`src/pkg/uar_map.svh`:
```
/*
  Register offsets, field positions, reset values and timing counts of the
  asynchronous receive back end. Assumes an 8-bit register port.
*/
`ifndef UAR_MAP_SVH
`define UAR_MAP_SVH
// Register offsets
`define UAR_OFS_STATUS_CTRL 2'h0
`define UAR_OFS_DATA 2'h1
`define UAR_OFS_IRQ 2'h2
// Fields of receive_status_control
`define UAR_BIT_PORT_EN 7
`define UAR_BIT_NINE_SEL 6
`define UAR_BIT_CONT_EN 4
`define UAR_BIT_ADDR_DET 3
`define UAR_BIT_FRAME_ERR 2
`define UAR_BIT_OVERRUN 1
`define UAR_BIT_NINTH 0
// Fields of the interrupt register
`define UAR_BIT_IRQ_EN 0
`define UAR_BIT_IRQ_FLAG 1
// Reset value of every control bit
`define UAR_RST_BIT 1'b0
// Oversampling ticks within one bit time
`define UAR_START_CHECK 4'h7
`define UAR_VOTE_FIRST 4'h6
`define UAR_VOTE_LAST 4'h8
`define UAR_LAST_TICK 4'hF
// Data bits per character and storage
`define UAR_BITS_EIGHT 4'h8
`define UAR_BITS_NINE 4'h9
`define UAR_FIFO_DEPTH 2
`define UAR_ENTRY_W 10
`endif

```
`src/pkg/uar_pkg.sv`:
```
/*
  Types shared by the receive back end: receiver states and the state record
  of the top module. Assumes uar_map.svh is on the include path.
*/
package uar_pkg;
  // Receiver sequence states
  typedef enum logic [1:0] {
    UAR_IDLE = 2'b00,
    UAR_START = 2'b01,
    UAR_DATA = 2'b10,
    UAR_STOP = 2'b11
  } uar_rx_state_e;

  // Complete state of the receiver top module
  typedef struct packed {
    uar_rx_state_e st;
    logic [3:0] tick_cnt;
    logic [3:0] bit_cnt;
    logic [2:0] vote;
    logic [8:0] receive_shift_register;
    logic line_prev;
    logic serial_port_enable;
    logic nine_bit_receive_select;
    logic continuous_receive_enable;
    logic address_detect_enable;
    logic receive_interrupt_enable;
    logic overrun_error_flag;
    logic [7:0] rdata;
  } uar_rx_regs_s;
endpackage

```
`src/design/uar_sync2.sv`:
```
/*
  Two-stage synchroniser for the serial input pin.
  Assumes the pin idles high, so both stages reset to one.
*/
`timescale 1ns/10ps
`default_nettype none
module uar_sync2 (
  // Clock and reset
  input wire logic clk,
  input wire logic rst_n,
  // Asynchronous level in, synchronised level out
  input wire logic async_in,
  output logic sync_out
);
  typedef struct packed {
    logic meta;
    logic stable;
  } uar_sync_s;
  uar_sync_s s_q;
  uar_sync_s s_d;

  // First stage feeds only the second
  always_comb
  begin
    s_d.meta = async_in;
    s_d.stable = s_q.meta;
  end

  // State register
  always_ff @(posedge clk or negedge rst_n)
  begin
    if (!rst_n)
      s_q <= 2'h3;
    else
      s_q <= s_d;
  end

  assign sync_out = s_q.stable;
endmodule // uar_sync2
`default_nettype wire

```
`src/design/uar_rx_fifo.sv`:
```
/*
  Small receive FIFO whose oldest entry comes out of a register.
  Assumes the writer never pushes when full; such a push is dropped.
*/
`timescale 1ns/10ps
`default_nettype none
`include "uar_map.svh"
module uar_rx_fifo #(
  parameter int DEPTH = `UAR_FIFO_DEPTH,
  parameter int W = `UAR_ENTRY_W
) (
  // Clock, reset and flush
  input wire logic clk,
  input wire logic rst_n,
  input wire logic flush,
  // Write side
  input wire logic push,
  input wire logic [W-1:0] push_data,
  // Read side
  input wire logic pop,
  output logic [W-1:0] head,
  output logic empty,
  output logic full,
  output logic [$clog2(DEPTH+1)-1:0] count
);
  localparam int PW = (DEPTH > 1) ? $clog2(DEPTH) : 1;
  localparam int CW = $clog2(DEPTH + 1);
  typedef struct packed {
    logic [DEPTH-1:0][W-1:0] mem;
    logic [PW-1:0] wptr;
    logic [PW-1:0] rptr;
    logic [CW-1:0] cnt;
    logic [W-1:0] head;
  } uar_fifo_s;
  uar_fifo_s s_q;
  uar_fifo_s s_d;
  logic do_push;
  logic do_pop;

  // Pointer step with wrap
  function automatic logic [PW-1:0] step(input logic [PW-1:0] p);
    step = (p == PW'(DEPTH - 1)) ? '0 : p + 1'b1;
  endfunction

  // Next state; head holds the oldest entry, or zero when empty
  always_comb
  begin
    s_d = s_q;
    do_push = push && (s_q.cnt != CW'(DEPTH));
    do_pop = pop && (s_q.cnt != '0);
    if (flush)
    begin
      s_d.wptr = '0;
      s_d.rptr = '0;
      s_d.cnt = '0;
    end
    else
    begin
      if (do_push)
      begin
        s_d.mem[s_q.wptr] = push_data;
        s_d.wptr = step(s_q.wptr);
      end
      if (do_pop)
        s_d.rptr = step(s_q.rptr);
      case ({do_push, do_pop})
        2'b10: s_d.cnt = s_q.cnt + 1'b1;
        2'b01: s_d.cnt = s_q.cnt - 1'b1;
        default: s_d.cnt = s_q.cnt;
      endcase
    end
    s_d.head = (s_d.cnt == '0) ? '0 : s_d.mem[s_d.rptr];
  end

  // State register
  always_ff @(posedge clk or negedge rst_n)
  begin
    if (!rst_n)
      s_q <= '0;
    else
      s_q <= s_d;
  end

  assign head = s_q.head;
  assign count = s_q.cnt;
  assign empty = (s_q.cnt == '0);
  assign full = (s_q.cnt == CW'(DEPTH));
endmodule // uar_rx_fifo
`default_nettype wire

```
`src/design/uar_receiver.sv`:
```
/*
  Asynchronous serial receive back end: start check, majority sampling,
  eight or nine data bits, stop check, two-entry FIFO with framing error per
  character, overrun handling, address detection and an 8-bit register port.
  Assumes a 16x bit-rate tick from a separate baud generator on clk.

*/
// Implementation choices: strobed register access and the register addresses.
`timescale 1ns/10ps
`default_nettype none
`include "uar_map.svh"
module uar_receiver (
  // Clock and reset
  input wire logic clk,
  input wire logic rst_n,
  // Register port
  input wire logic [1:0] reg_addr,
  input wire logic [7:0] reg_wdata,
  input wire logic reg_wr,
  input wire logic reg_rd,
  output logic [7:0] reg_rdata,
  // Serial line and oversampling tick
  input wire logic rx_pin,
  input wire logic rx_tick16,
  // Interrupt status
  output logic receive_interrupt_flag,
  output logic rx_irq
);
  uar_pkg::uar_rx_regs_s s_q;
  uar_pkg::uar_rx_regs_s s_d;
  logic line_s;
  logic rx_active;
  logic addr_on;
  logic frame_done;
  logic stop_bad;
  logic maj;
  logic accept;
  logic rx_push;
  logic fifo_pop;
  logic fifo_flush;
  logic fifo_empty;
  logic fifo_full;
  logic [1:0] fifo_count;
  logic [2:0] vote_n;
  logic [3:0] nbits;
  logic [8:0] char9;
  logic [9:0] push_word;
  logic [9:0] fifo_head;
  logic framing_error_flag;
  logic received_ninth_bit;

  // Pin synchroniser
  uar_sync2 u_sync (
    .clk(clk),
    .rst_n(rst_n),
    .async_in(rx_pin),
    .sync_out(line_s)
  );

  // Character store, framing bit beside the data
  uar_rx_fifo #(
    .DEPTH(`UAR_FIFO_DEPTH),
    .W(`UAR_ENTRY_W)
  ) u_fifo (
    .clk(clk),
    .rst_n(rst_n),
    .flush(fifo_flush),
    .push(rx_push),
    .push_data(push_word),
    .pop(fifo_pop),
    .head(fifo_head),
    .empty(fifo_empty),
    .full(fifo_full),
    .count(fifo_count)
  );

  // Receiver enable and mode decode
  assign rx_active = s_q.serial_port_enable && s_q.continuous_receive_enable;
  assign addr_on = s_q.address_detect_enable && s_q.nine_bit_receive_select;
  assign nbits = s_q.nine_bit_receive_select ? `UAR_BITS_NINE : `UAR_BITS_EIGHT;
  assign fifo_flush = !s_q.serial_port_enable;

  // Vote window and majority of three samples
  assign vote_n = {s_q.vote[1:0], line_s};
  assign maj = (vote_n[0] & vote_n[1]) | (vote_n[0] & vote_n[2]) |
               (vote_n[1] & vote_n[2]);

  // Character alignment: eight-bit data sits one place high in the shifter
  assign char9 = s_q.nine_bit_receive_select ? s_q.receive_shift_register :
                 {1'b0, s_q.receive_shift_register[8:1]};

  // End of frame on the stop-bit vote
  assign frame_done = (s_q.st == uar_pkg::UAR_STOP) && rx_tick16 &&
                      (s_q.tick_cnt == `UAR_VOTE_LAST);
  assign stop_bad = !maj;

  // Acceptance: framing errors pass, overrun and address filter block
  assign accept = frame_done && rx_active && !s_q.overrun_error_flag &&
                  (!addr_on || char9[8]);
  assign rx_push = accept && !fifo_full;
  assign push_word = {stop_bad, char9};

  // Data register read pops the FIFO
  assign fifo_pop = reg_rd && (reg_addr == `UAR_OFS_DATA);

  // Status of the oldest unread character
  assign framing_error_flag = fifo_head[9];
  assign received_ninth_bit = fifo_head[8];

  // Receive flag and gated request; framing plays no part
  assign receive_interrupt_flag = rx_active && !fifo_empty;
  assign rx_irq = receive_interrupt_flag && s_q.receive_interrupt_enable;
  assign reg_rdata = s_q.rdata;

  // Receiver sequence, control writes and read data
  always_comb
  begin
    s_d = s_q;
    s_d.line_prev = line_s;
    case (s_q.st)
      uar_pkg::UAR_IDLE:
      begin
        if (rx_active && s_q.line_prev && !line_s)
        begin
          s_d.st = uar_pkg::UAR_START;
          s_d.tick_cnt = 4'h0;
        end
      end
      uar_pkg::UAR_START:
      begin
        if (rx_tick16)
        begin
          s_d.tick_cnt = s_q.tick_cnt + 4'h1;
          if ((s_q.tick_cnt == `UAR_START_CHECK) && line_s)
            s_d.st = uar_pkg::UAR_IDLE;
          else if (s_q.tick_cnt == `UAR_LAST_TICK)
          begin
            s_d.st = uar_pkg::UAR_DATA;
            s_d.bit_cnt = 4'h0;
          end
        end
      end
      uar_pkg::UAR_DATA:
      begin
        if (rx_tick16)
        begin
          s_d.tick_cnt = s_q.tick_cnt + 4'h1;
          if ((s_q.tick_cnt >= `UAR_VOTE_FIRST) && (s_q.tick_cnt <= `UAR_VOTE_LAST))
            s_d.vote = vote_n;
          if (s_q.tick_cnt == `UAR_VOTE_LAST)
          begin
            s_d.receive_shift_register = {maj, s_q.receive_shift_register[8:1]};
            s_d.bit_cnt = s_q.bit_cnt + 4'h1;
            if ((s_q.bit_cnt + 4'h1) == nbits)
              s_d.st = uar_pkg::UAR_STOP;
          end
        end
      end
      uar_pkg::UAR_STOP:
      begin
        if (rx_tick16)
        begin
          s_d.tick_cnt = s_q.tick_cnt + 4'h1;
          if ((s_q.tick_cnt >= `UAR_VOTE_FIRST) && (s_q.tick_cnt <= `UAR_VOTE_LAST))
            s_d.vote = vote_n;
          if (s_q.tick_cnt == `UAR_VOTE_LAST)
            s_d.st = uar_pkg::UAR_IDLE;
        end
      end
      default:
      begin
        s_d.st = uar_pkg::UAR_IDLE;
      end
    endcase

    // Overrun: set on a full FIFO, held until receive or port disable
    if (accept && fifo_full)
      s_d.overrun_error_flag = 1'b1;
    if (!rx_active)
    begin
      s_d.st = uar_pkg::UAR_IDLE;
      s_d.overrun_error_flag = 1'b0;
    end

    // Control writes; status bits are not writable
    if (reg_wr && (reg_addr == `UAR_OFS_STATUS_CTRL))
    begin
      s_d.serial_port_enable = reg_wdata[`UAR_BIT_PORT_EN];
      s_d.nine_bit_receive_select = reg_wdata[`UAR_BIT_NINE_SEL];
      s_d.continuous_receive_enable = reg_wdata[`UAR_BIT_CONT_EN];
      s_d.address_detect_enable = reg_wdata[`UAR_BIT_ADDR_DET];
    end
    if (reg_wr && (reg_addr == `UAR_OFS_IRQ))
      s_d.receive_interrupt_enable = reg_wdata[`UAR_BIT_IRQ_EN];

    // Read data for the cycle after the strobe only
    s_d.rdata = 8'h00;
    if (reg_rd)
    begin
      case (reg_addr)
        `UAR_OFS_STATUS_CTRL:
        begin
          s_d.rdata[`UAR_BIT_PORT_EN] = s_q.serial_port_enable;
          s_d.rdata[`UAR_BIT_NINE_SEL] = s_q.nine_bit_receive_select;
          s_d.rdata[`UAR_BIT_CONT_EN] = s_q.continuous_receive_enable;
          s_d.rdata[`UAR_BIT_ADDR_DET] = s_q.address_detect_enable;
          s_d.rdata[`UAR_BIT_FRAME_ERR] = framing_error_flag;
          s_d.rdata[`UAR_BIT_OVERRUN] = s_q.overrun_error_flag;
          s_d.rdata[`UAR_BIT_NINTH] = received_ninth_bit;
        end
        `UAR_OFS_DATA:
        begin
          s_d.rdata = fifo_head[7:0];
        end
        `UAR_OFS_IRQ:
        begin
          s_d.rdata[`UAR_BIT_IRQ_EN] = s_q.receive_interrupt_enable;
          s_d.rdata[`UAR_BIT_IRQ_FLAG] = receive_interrupt_flag;
        end
        default:
        begin
          s_d.rdata = 8'h00;
        end
      endcase
    end
  end

  // Reset state; edge detector starts at the idle line level
  localparam uar_pkg::uar_rx_regs_s RX_RST =
    '{st: uar_pkg::UAR_IDLE, line_prev: 1'b1, default: '0};

  // State register
  always_ff @(posedge clk or negedge rst_n)
  begin
    if (!rst_n)
      s_q <= RX_RST;
    else
      s_q <= s_d;
  end
endmodule // uar_receiver
`default_nettype wire

```
`config.mk`:
```
export PLATFORM = sky130hd
export DESIGN_NAME = uar_receiver
export DESIGN_NICKNAME = d
export VERILOG_FILES = /design/src/pkg/uar_pkg.sv /design/src/design/uar_sync2.sv /design/src/design/uar_rx_fifo.sv /design/src/design/uar_receiver.sv
export VERILOG_INCLUDE_DIRS = /design/src /design/src/pkg
export SDC_FILE = /design/constraint.sdc
export NUM_CORES = 1
export LEC_CHECK = 0
export BUFFER_PORTS_ARGS = -buffer_cell sky130_fd_sc_hd__buf_2
export CAP_MARGIN = 10
export CELL_PAD_IN_SITES_DETAIL_PLACEMENT = 2
export CELL_PAD_IN_SITES_GLOBAL_PLACEMENT = 2
export CORE_MARGIN = 3
export CORE_UTILIZATION = 37
export CTS_BUF_LIST = sky130_fd_sc_hd__clkbuf_4 sky130_fd_sc_hd__clkbuf_8
export CTS_CLUSTER_DIAMETER = 200
export DETAILED_ROUTE_END_ITERATION = 8
export PLACE_DENSITY_LB_ADDON = 0.12
export REMOVE_ABC_BUFFERS = 1
export SYNTH_ARGS = -nofsm -noshare
export SYNTH_HDL_FRONTEND = slang
export SYNTH_SLANG_ARGS = --single-unit
```
`constraint.sdc`:
```
create_clock -name clk -period 2.5 [get_ports clk]
set_clock_uncertainty 0.15 [all_clocks]
set_input_delay 0.5 -clock clk [delete_from_list [all_inputs] [get_ports clk]]
set_output_delay 0.5 -clock clk [all_outputs]
set_load 0.01 [all_outputs]
```
# Yosys cells after proc, flatten, opt, wreduce, memory -nomap -nowiden
# Index checks and enable logic that the tools add are counted.
dict set report op_classes {
  n_bitwise 5
  reduce_logical 40
  n_lt_le_gt_ge 5
  n_addsub 6
  n_eq_ne 30
  muxes 41
}
# cell count
set op_table {}
lappend op_table {{two-way mux 10 bit} 5}
lappend op_table {{case mux 6 bit (4 select lines)} 1}
lappend op_table {{two-way mux 22 bit} 1}
lappend op_table {{logical AND 1 bit} 21}
lappend op_table {{two-way mux 21 bit} 1}
lappend op_table {{bitwise mux 20 bit} 1}
lappend op_table {{two-way mux 20 bit} 1}
lappend op_table {{two-way mux 9 bit} 2}
lappend op_table {{inequality test 3 bit, second input constant} 6}
lappend op_table {{two-way mux 4 bit} 4}
lappend op_table {{inequality test 2 bit, second input constant} 8}
lappend op_table {{two-way mux 2 bit} 6}
lappend op_table {{two-way mux 6 bit} 2}
lappend op_table {{case mux 3 bit (2 select lines)} 2}
lappend op_table {{demux 10 bit (select 1 bit)} 1}
lappend op_table {{== test 2 bit, second input constant} 5}
lappend op_table {{adder 4 x 1 -> 4 bit, second input constant} 2}
lappend op_table {{== test 4 bit, second input constant} 2}
lappend op_table {{zero test 2 bit} 4}
lappend op_table {{two-way mux 8 bit} 1}
lappend op_table {{case mux 2 bit (2 select lines)} 2}
lappend op_table {{case mux 4 bit (2 select lines)} 1}
lappend op_table {{AND reduction 8 bit} 1}
lappend op_table {{two-way mux 1 bit} 7}
lappend op_table {{other kinds (23)} 40}
dict set report word_totals {
  in_bits 16
  elab_cells 148
  reg_bits 73
  output_inout_bits 10
}

# Longest topological paths before layout
dict set report depth {
  depth_word 14
  ltp_mapped 9
  ltp_nobuf 8
}

# Hierarchy
# A second synthesis with hierarchy kept.
dict set report hier_totals {
  cells_unflattened 285
  area_unflattened_um2 3473.3
}
# module area_per_inst_um2 cells_per_inst seq_area_each_um2 n_inst
set modules_own_cells {}
lappend modules_own_cells {uar_receiver 1913.1 168 902.1 1}
lappend modules_own_cells {uar_rx_fifo 1507.7 115 850.8 1}
lappend modules_own_cells {uar_sync2 52.6 2 52.6 1}

# Worst setup path before layout
# Ideal clock, no wire load.
dict set report synth_path {
  kind {reg-to-reg}
  startpoint {reg s_q[32] (netlist name)}
  endpoint {reg u_fifo.s_q (netlist bit u_fifo.head[9])}
  path_buffers 1
  arrival_ps 2416
  path_slack_ps -157
  stages_incl_launch_ff 9
  synth_period_minus_slack_ps 2657
  path_cell_list {dfrtp_1 or4b_1 buf_2 nor4_4 nand2_1 ha_1 nand3b_1 nand4_1 o22ai_1}
}
# item line
set synth_rtl {}
lappend synth_rtl {{from (decl)} uar_receiver.sv:29} ;# uar_pkg::uar_rx_regs_s s_q;
lappend synth_rtl {{from (signal assigned)} uar_receiver.sv:236} ;# s_q <= RX_RST;
lappend synth_rtl {{from (signal assigned)} uar_receiver.sv:238} ;# s_q <= s_d;
lappend synth_rtl {{to (signal assigned)} uar_rx_fifo.sv:79} ;# s_q <= '0;
lappend synth_rtl {{to (signal assigned)} uar_rx_fifo.sv:81} ;# s_q <= s_d;
lappend synth_rtl {{to (decl)} uar_rx_fifo.sv:35} ;# uar_fifo_s s_q;

==> metrics.cfg <==
[run_status]
status = finished with violations
violations = setup timing

[power]
fin_total_pwr_mw = 2.27
ir_drop_uv = 367
total_leakage_power_nw = 2.12
power.density_mw_per_mm2 = 561

[global_route]
antenna_found_initial = 0
overflow = 0
grtUsageTotal_pct = 18.6
grt_max_degree = 40
grt_pass1_wl_um = 14100
first_global_vias = 2740

[synthesis]
ys_seq_area_share_pct = 55.6
ys_ff_latch = 72
synth-async-reset-ratio_pct = 100
synth_edf_count = 0
synth_area_per_cell_um2 = 11.3
ys_types = 43
synth.top_cell.area_share_pct = 53.1
yosysWarnings = 0
synthCells = 288
yosys.area.top_type = dfrtp_1
ys.flop_type = dfrtp_1
syn_area_mm2 = 0.00325
netlist_top_cells_area = dfrtp_1 (53%), mux2i_1 (8.3%), mux2_2 (5.2%)

[timing]
whs_ns = 0.0943
worstMarginPinSlew_ns = 0.562
fin_crit_sh_pct = 103
timing.fmax_mhz = 389
min_period_ns = 2.57
hold_violations = 0
finalMaxSlewViolations = 0
final-setup-viol-count = 11
setup_slack_ns = -0.0698
maxSlewHeadroom_pct = 62.5
rsz0062_at_grt = true

[clock_network]
cts_buffers = 9
cts_root_buf = clkbuf_8
clk_latency_ns = 0.35
cts_tree = yes
cts_buffer_depth = 2
clkTransAtPathRegs_ns = 0.08
h-tree-depth = 3
cts.sinks = 72

[floorplanning]
coreArea_mm2 = 0.00838
initial_core_util_pct = 38.8
die_h_um = 99.7
die_w_um = 99.7
io_pins = 26
row_count = 33
dieArea_mm2 = 0.00994

[setup_path]
critPathBufInv = 1
cp-startpoint = s_q[31]
endpoint_kind = flop
timing_worst_setup_path_type = reg -> reg
cpPeakStageDelay_ns = 0.57
cp_slowest_cell = or4b_4
worstPathRequired_ns = 2.62
crit_path_cell_trace = or4b_4 > nor4_4 > nand2_2 > ha_4 > xor2_1 > nand3b_1 > nand4_1 > bufbuf_16 > o22ai_2
path_delay_family = simple AND/OR/NAND/NOR gates
start_kind = flop
cp_max_fo = 5
cp.arrival_ns = 2.69
worst_r2r_startpoint = s_q[31]

[place]
port_buffers = 22
hpwl_um = 5640
placed_cell_area_mm2 = 0.00364
gp_congestion = 0.724

[final_layout]
multi_input_area_mm2 = 0.00136
area_growth_pct = 24.4
drive_gt1_share_pct = 31.0
n_antenna_cell = 0
final_common_cell = dfrtp_1
fin_nets = 360
final_cell_area_mm2 = 0.00404
ff_latch_area_mm2 = 0.00181
layout_common_cells = dfrtp_1 (69), nand2_1 (35), mux2i_1 (26), buf_4 (24), inv_1 (22)
fillers = 851

[routing]
vias = 2300
wl_per_cell_um = 19.5
viasPerCell = 5.11
drc = 0
firstDrtPassIters = 4
antenna_left = 0
drtIter0Drc = 59
drt-total-wl_um = 8770

[job]
cap_violations = 0

[worst_hold_path]
hold_start = rx_pin
worstHoldPathType = in -> reg

## area by class of cell
type	count	area share, %
Sequential cell	72	44.7
Clock inverter	5	0.836
Tap cell	105	3.25
Clock buffer	11	3.44
Inverter	22	2.04
Timing Repair Buffer	57	12.1
Multi-Input combinational cell	178	33.7
## per-stage QoR
stage	cells	setup slack, ns	util (%)	setup TNS [ns]
global route	450	-0.197	48.2	-1.87
floorplan	272	-0.161	-	-1.48
detailed placement	424	-0.165	43.5	-1.43
global placement	424	-0.111	43.5	-0.936
finish	450	-0.0698	48.2	-0.414
CTS	449	-0.0357	47.6	-0.0639
## worst paths after layout
kind | to | slack [ns] | cells past startpoint
max | u_fifo.head[5] | -0.07 | 9
min | u_sync.s_d[0] | 0.09 | 1
max reg2reg | u_fifo.head[5] | -0.07 | 9
min reg2reg | u_sync.sync_out | 0.21 | 0
max in group asynchronous | reg_rdata[2] | 1.12 | 3
min in group asynchronous | s_q[15] | 0.50 | 2
## cell families (layout without fill, tap and decap cells)
family	Yosys count	in the layout	synth area share, %
muxes	42	42	13.5
adders and majority gates	4	4	1.54
and+or+nand+nor	84	84	13.8
DFF	72	72	55.6
xor gates and xnor gates	11	11	2.96
AOI/OAI and AO/OA	37	37	6.97
buffers and inverters	38	95	5.62
## synthesized netlist by cell type (all sizes together) (6+ instances only)
cell type,number
and2,6
buf,13
dfrtp,69
inv,22
mux2,15
mux2i,27
nand2,36
nor2,11
o21ai,13
o22ai,11
xnor2,7
## what timing repair did
item	4_1_cts	5_1_grt
setup buffers	7	5
gates cloned	1	1
endpoints found under the setup margin	11	12
hold buffers	1	0
hold endpoints to repair	30	0
pin swaps	11	3
resized for setup	15	8
## per-layer routing
| layer | vias up | wire length, µm | GRT usage, % |
|---|---|---|---|
| met5 | - | 0 | 0 |
| met2 | 21 | 4540 | 32.4 |
| met1 | 1194 | 3940 | 22.8 |
| met3 | 9 | 195 | 4.70 |
| li1 | 1076 | - | - |
| met4 | 0 | 91 | 4.73 |
## sequential cells by signal, summed over array words and instances, names as in the netlist
name             cells
s_q                 28
u_fifo.s_q          22
u_fifo.head         10
reg_rdata            8
u_fifo.count         2
u_sync.s_d           1
u_sync.sync_out      1
## report_power, final
group | leakage, nW | internal (mW) | switching (mW)
logic | 1.05 | 0.0959 | 0.125
registers | 0.983 | 1.20 | 0.0259
clock network | 0.0861 | 0.381 | 0.442
No activity file was read; power rests on OpenSTA's default activity.
